<file path="config.mk">
export PLATFORM = sky130hd
export DESIGN_NAME = ptph_host
export DESIGN_NICKNAME = d
export VERILOG_FILES = /design/src/rtl/unused_none.sv /design/src/rtl/ptph_pkg.sv /design/src/rtl/ptph_evt_if.sv /design/src/rtl/ptph_host.sv /design/src/rtl/ptph_edge.sv
export SDC_FILE = /design/constraint.sdc
export NUM_CORES = 1
export LEC_CHECK = 0
export ABC_AREA = 1
export ABC_CLOCK_PERIOD_IN_PS = 3550
export BUFFER_PORTS_ARGS = -buffer_cell sky130_fd_sc_hd__buf_2
export CELL_PAD_IN_SITES_DETAIL_PLACEMENT = 0
export CELL_PAD_IN_SITES_GLOBAL_PLACEMENT = 2
export CORE_MARGIN = 4
export CORE_UTILIZATION = 30
export CTS_BUF_LIST = sky130_fd_sc_hd__clkbuf_8
export DETAILED_ROUTE_END_ITERATION = 8
export PLACE_DENSITY_LB_ADDON = 0.1
export SLEW_MARGIN = 20
export SYNTH_ARGS = -nofsm -noshare
export SYNTH_HDL_FRONTEND = slang
export SYNTH_SLANG_ARGS = --single-unit
</file>
<file path="constraint.sdc">
create_clock -name sys_clk -period 3.55 [get_ports sys_clk]
set_clock_uncertainty 0.1 [all_clocks]
set_input_delay 0 -clock sys_clk [delete_from_list [all_inputs] [get_ports sys_clk]]
set_output_delay 0 -clock sys_clk [all_outputs]
set_load 0.01 [all_outputs]
</file>
<file path="src/rtl/unused_none.sv">
`timescale 1ns/1ps
`default_nettype none
`default_nettype wire

</file>
<file path="src/rtl/ptph_pkg.sv">
package ptph_pkg;
	localparam int unsigned CODE_W      = 5;
	localparam logic [4:0]  CODE_RST    = 5'h00;
	localparam logic        FLAG_RST    = 1'b0;
	typedef enum logic [2:0] {
		PTPH_IDLE,
		PTPH_DRIVE,
		PTPH_CLAMP,
		PTPH_WAIT_RESET
	} ptph_state_t;
endpackage

</file>
<file path="src/rtl/ptph_evt_if.sv">
`timescale 1ns/1ps
`default_nettype none
interface ptph_evt_if;
	logic init_term_rise;
	logic end_term_rise;
	logic sprocket_rise;
	modport src (output init_term_rise, output end_term_rise,
		output sprocket_rise);
	modport dst (input init_term_rise, input end_term_rise,
		input sprocket_rise);
endinterface
`default_nettype wire

</file>
<file path="src/rtl/ptph_host.sv">
// How it works
// - code bits sent with start command select holes punched
// - host drives activate and code bits straight from register flops
// - on initiate-termination host clamps code lines low; activate stays high until the end reset
// - second termination resets host activate flag for next char
`timescale 1ns/1ps
`default_nettype none
module ptph_host
	import ptph_pkg::*;
#(
	parameter int unsigned WIDTH = ptph_pkg::CODE_W
) (
	input  wire logic             sys_clk,
	input  wire logic             rst,
	input  wire logic             char_valid,
	input  wire logic [WIDTH-1:0] char_code,
	output var  logic             char_ready,
	input  wire logic             initiate_termination,
	input  wire logic             cycle_end_termination,
	input  wire logic             sprocket_timing_contacts,
	output var  logic             activate_punch_flag,
	output var  logic [WIDTH-1:0] output_code_bits,
	output var  logic             activate_reset_pulse,
	output var  logic             char_done,
	output var  logic             sprocket_seen
);
	import ptph_pkg::*;

	ptph_evt_if evt ();

	ptph_edge u_edge (
		.sys_clk                  (sys_clk),
		.rst                      (rst),
		.initiate_termination     (initiate_termination),
		.cycle_end_termination    (cycle_end_termination),
		.sprocket_timing_contacts (sprocket_timing_contacts),
		.evt                      (evt)
	);

	// any state but idle owns the punch drivers
	// used by ready, code clear and sprocket status
	function automatic logic cycle_busy(input ptph_state_t st);
		cycle_busy = (st != PTPH_IDLE);
	endfunction

	// registers and their next values
	ptph_state_t      state_ff;
	ptph_state_t      nxt_state;
	logic             flag_ff;
	logic             nxt_flag;
	logic [WIDTH-1:0] code_ff;
	logic [WIDTH-1:0] nxt_code;
	logic             ready_ff;
	logic             nxt_ready;
	logic             rpulse_ff;
	logic             nxt_rpulse;
	logic             done_ff;
	logic             nxt_done;
	logic             spr_ff;
	logic             nxt_spr;
	logic             take_now;
	logic             start_seen;
	logic             end_seen;
	logic             closing;

	// termination edges count only in the state that expects them
	assign take_now   = (state_ff == PTPH_IDLE) && ready_ff && char_valid;
	assign start_seen = (state_ff == PTPH_DRIVE) && evt.init_term_rise;
	assign end_seen   = (state_ff == PTPH_CLAMP) && evt.end_term_rise;
	// flag reset and done fall in the closing state
	assign closing    = (state_ff == PTPH_WAIT_RESET);

	// sequencer: take, cycle start, end of revolution, flag reset
	always_comb begin
		nxt_state = state_ff;
		case (state_ff)
			PTPH_IDLE: begin
				if (take_now) begin
					nxt_state = PTPH_DRIVE;
				end
			end
			PTPH_DRIVE: begin
				// wait for clutch contacts, cycle start
				if (start_seen) begin
					nxt_state = PTPH_CLAMP;
				end
			end
			PTPH_CLAMP: begin
				// camshaft keeps turning on its own
				if (end_seen) begin
					nxt_state = PTPH_WAIT_RESET;
				end
			end
			PTPH_WAIT_RESET: begin
				nxt_state = PTPH_IDLE;
			end
			default: begin
				nxt_state = PTPH_IDLE;
			end
		endcase
	end

	always_ff @(posedge sys_clk) begin
		if (rst) begin
			state_ff <= PTPH_IDLE;
		end else begin
			state_ff <= nxt_state;
		end
	end

	// activate flag: set on take, zero-set only by the end reset
	// clutch line stays up through the clamp; the punch
	// releases its contacts once the flag drops
	always_comb begin
		nxt_flag = flag_ff;
		if (take_now) begin
			nxt_flag = 1'b1;
		end else if (closing) begin
			nxt_flag = FLAG_RST;
		end
	end

	always_ff @(posedge sys_clk) begin
		if (rst) begin
			flag_ff <= FLAG_RST;
		end else begin
			flag_ff <= nxt_flag;
		end
	end

	// code lines: loaded on take, clamped on cycle start
	// and held clear while idle
	always_comb begin
		nxt_code = code_ff;
		if (take_now) begin
			nxt_code = char_code;
		end else if (start_seen || !cycle_busy(state_ff)) begin
			nxt_code = WIDTH'(CODE_RST);
		end
	end

	always_ff @(posedge sys_clk) begin
		if (rst) begin
			code_ff <= WIDTH'(CODE_RST);
		end else begin
			code_ff <= nxt_code;
		end
	end

	// ready only from the second idle cycle on, so a request
	// still held from the last take is not taken twice
	always_comb begin
		nxt_ready = 1'b0;
		if (!cycle_busy(state_ff) && !take_now) begin
			nxt_ready = 1'b1;
		end
	end

	always_ff @(posedge sys_clk) begin
		if (rst) begin
			ready_ff <= 1'b0;
		end else begin
			ready_ff <= nxt_ready;
		end
	end

	// one-cycle reset pulse, then one-cycle done
	// the pulse shows one cycle before the flag drops
	always_comb begin
		nxt_rpulse = end_seen;
		nxt_done   = closing;
	end

	always_ff @(posedge sys_clk) begin
		if (rst) begin
			rpulse_ff <= 1'b0;
			done_ff   <= 1'b0;
		end else begin
			rpulse_ff <= nxt_rpulse;
			done_ff   <= nxt_done;
		end
	end

	// sprocket status, cleared by each new take
	always_comb begin
		nxt_spr = spr_ff;
		if (take_now) begin
			nxt_spr = 1'b0;
		end else if (evt.sprocket_rise && cycle_busy(state_ff)) begin
			nxt_spr = 1'b1;
		end
	end

	always_ff @(posedge sys_clk) begin
		if (rst) begin
			spr_ff <= 1'b0;
		end else begin
			spr_ff <= nxt_spr;
		end
	end

	// clamp: code lines carry data only while flag drives them
	assign activate_punch_flag  = flag_ff;
	assign output_code_bits     = code_ff;
	assign char_ready           = ready_ff;
	assign activate_reset_pulse = rpulse_ff;
	assign char_done            = done_ff;
	assign sprocket_seen        = spr_ff;
endmodule
`default_nettype wire

</file>
<file path="src/rtl/ptph_edge.sv">
`timescale 1ns/1ps
`default_nettype none
module ptph_edge
	import ptph_pkg::*;
(
	input  wire logic sys_clk,
	input  wire logic rst,
	input  wire logic initiate_termination,
	input  wire logic cycle_end_termination,
	input  wire logic sprocket_timing_contacts,
	ptph_evt_if.src   evt
);
	logic [2:0] prev_ff;
	logic [2:0] nxt_prev;
	logic [2:0] now_v;

	always_comb begin
		now_v    = {sprocket_timing_contacts, cycle_end_termination,
			initiate_termination};
		nxt_prev = now_v;
		evt.init_term_rise = now_v[0] & ~prev_ff[0];
		evt.end_term_rise  = now_v[1] & ~prev_ff[1];
		evt.sprocket_rise  = now_v[2] & ~prev_ff[2];
	end

	always_ff @(posedge sys_clk) begin
		if (rst) begin
			prev_ff <= 3'h0;
		end else begin
			prev_ff <= nxt_prev;
		end
	end
endmodule
`default_nettype wire

</file>
==> impl_metrics.csv <==
group,metric,value,unit
die,dieArea,2930,um2
routing,drtAntennaViolNets,0,
die,fp.dieW,54.2,um
clock_network,clkLatencyLatePin,240,ps
clock_network,htreeDepth,1,
timing,drv_slew,0,
synthesis,synthDistinctLibCells,17,
grt,grt_max_degree,15,
cells_and_area,area_delta_synth_final,39.7,%
pwr,p_per_area,568,nW/um2
clock_network,clk_pin_slew,60,ps
timing,tns,0,ps
critical_path,critPathCaptureType,"flop",
worst_hold_path,hold_start,"rst",
die,core-area,2000,um2
routing,wl,1.31,mm
critical_path,slowest_stage,"dfxtp_1",
cells_and_area,layout_commonest_cell,"buf_2",
cells_and_area,fin_nets,124,
timing,timing.fmax,786,MHz
routing,detail_route.wl_per_cell,9.67,um
cells_and_area,layout-drive-gt1-share,32.4,%
synthesis,syn_avg_cell_area,8.30,um2
pwr,totalPowerFinal,0.507,mW
clock_network,cts-buffers-inserted,3,
timing,min_period,1270,ps
routing,num_vias,550,
critical_path,slowest_delay,360,ps
clock_network,post_cts.repair.setup_buffers,0,
place,io_buffer_count,20,
timing,worstMarginPinSlew,321,ps
timing,setup-violations-final,0,
cells_and_area,diodes,0,
clock_network,cts_tree,"done",
timing,rsz0062_at_grt,"false",
clock_network,cts_resized,0,
routing,drtIter0Drc,5,
synthesis,syn_area,639,um2
critical_path,crit_buf_inv,3,
critical_path,r2r_slack,2280,ps
synthesis,ys_warn_count,0,
timing,finalHoldViolCount,0,
grt,grt_usage,10.3,%
grt,antenna_found_initial,0,
critical_path,arrival,1350,ps
die,ios,21,
routing,avgViaCountPerCell,4.07,
critical_path,r2r-start,"state_ff[0]$_SDFFE_PP0P_",
synthesis,ys_seq_area_share,47.0,%
grt,grt_overflow,0,
critical_path,cp-start-kind,"flop",
grt,grt_pass1_wl,2.10,mm
synthesis,syn_inst,77,
critical_path,crit_fanout,5,
routing,first_pass_iters,3,
status,outcome,"finished clean",
pwr,p_leak,0.430,nW
grt,grt_pass1_vias,511,
die,chipHeight,54.2,um
synthesis,yosys_register_bits,15,
clock_network,clock_sinks,15,
routing,drc,0,
critical_path,critPathKind,"flop to flop",
timing,fin_crit_sh,35.8,%
die,start_util,31.9,%
critical_path,cp.required,3630,ps
place,gp_congestion,0.746,
cells_and_area,final_cell_mix,"20 x buf_2, 18 x nand2_1, 15 x dfxtp_1",
clock_network,cts_root_buf,"clkbuf_8",
pwr,peakVddDrop,0.326,mV
critical_path,cp_cell_sequence,"inv_1, ha_1, inv_2, nand2_1, inv_2, nand2_1, a21oi_2",
job,max-cap-violations,0,
critical_path,cpLargestDelayFamily,"flip-flops",
synthesis,synth_nets,92,
place,hpwl,958,um
critical_path,cp-startpoint,"state_ff[0]$_SDFFE_PP0P_",
clock_network,clockBufferDepth,2,
timing,slew_headroom,78.6,%
worst_hold_path,hold_path_class,"primary input to flop",
die,rows,16,
routing by layer:
layer	routed length, um	GRT usage, %
met1	602	10.9
met2	571	16.9
met3	122	5.82
met4	8	3.73
met5	0	0
state kept, by name (all words and copies together), names as in the netlist:
register and flops:
u_edge.prev_ff 3, activate_reset_pulse 1, char_ready 1, state_ff 2, output_code_bits 5, sprocket_seen 1, char_done 1, activate_punch_flag 1
logic make-up (layout without fill, tap and decap cells):
group                      count (synthesis)  after routing  synth area share (%)
buffers and inverters                     16             47                  9.59
AOI/OAI and AO/OA                          9              9                  12.1
DFF                                       15             15                  47.0
adders and majority gates                  4              4                  7.83
and+or+nand+nor                           33             33                  23.5
timing repair:
item | CTS | global route
hold endpoints to repair | 9 | 0
endpoints found under the setup margin | 0 | 0
hold buffers | 8 | 0
report_power, final:
part	internal (mW)	leakage [nW]	switching, mW	total (mW)
Clock	0.0764	0.0269	0.0551	0.132
Combinational	0.0667	0.280	0.102	0.169
Sequential	0.194	0.123	0.0135	0.207
area by class of cell:
| class | count | area (um2) |
|---|---|---|
| Tap cell | 27 | 33.8 |
| Clock buffer | 3 | 41.3 |
| Clock inverter | 1 | 3.75 |
| Inverter | 15 | 56.3 |
| Fill cell | 219 | 1110 |
| Timing Repair Buffer | 28 | 180 |
| Sequential cell | 15 | 300 |
| Multi-Input combinational cell | 46 | 278 |
metrics by stage:
step | cells | hold WS (ps) | setup slack [ps] | instance area, um2 | util, %
after floorplan | 77 | -30.9 | 2400 | 639 | -
after global placement | 123 | 117 | 2290 | 768 | 38.4
after detailed placement | 123 | 133 | 2270 | 768 | 38.4
after CTS | 135 | 18.8 | 2250 | 893 | 44.6
after global routing | 135 | 26.4 | 2180 | 893 | 44.6
final | 135 | 19.7 | 2280 | 893 | 44.6
synthesized netlist by cell type, drive strengths merged:
master	count	area share, %
nand2	20	13
dfxtp	15	47
inv	15	8.8
nor2	8	5.9
a21oi	7	8.4
ha	4	7.8
nand3	3	3.1
a211oi	1	1.2
buf	1	0.78
nand4	1	0.98
nor4	1	0.98
o21ai	1	2.5
path summary, 6_finish.rpt:
path / endpoint / depth (start not counted)
setup / recovery: output_code_bits[0]$_SDFFE_PP0P_ / 7
hold / removal: char_ready$_SDFF_PP0_ / 2
setup reg to reg: output_code_bits[0]$_SDFFE_PP0P_ / 7
hold reg to reg: output_code_bits[1]$_SDFFE_PP0P_ / 2
(Power assumes the default switching activity.)
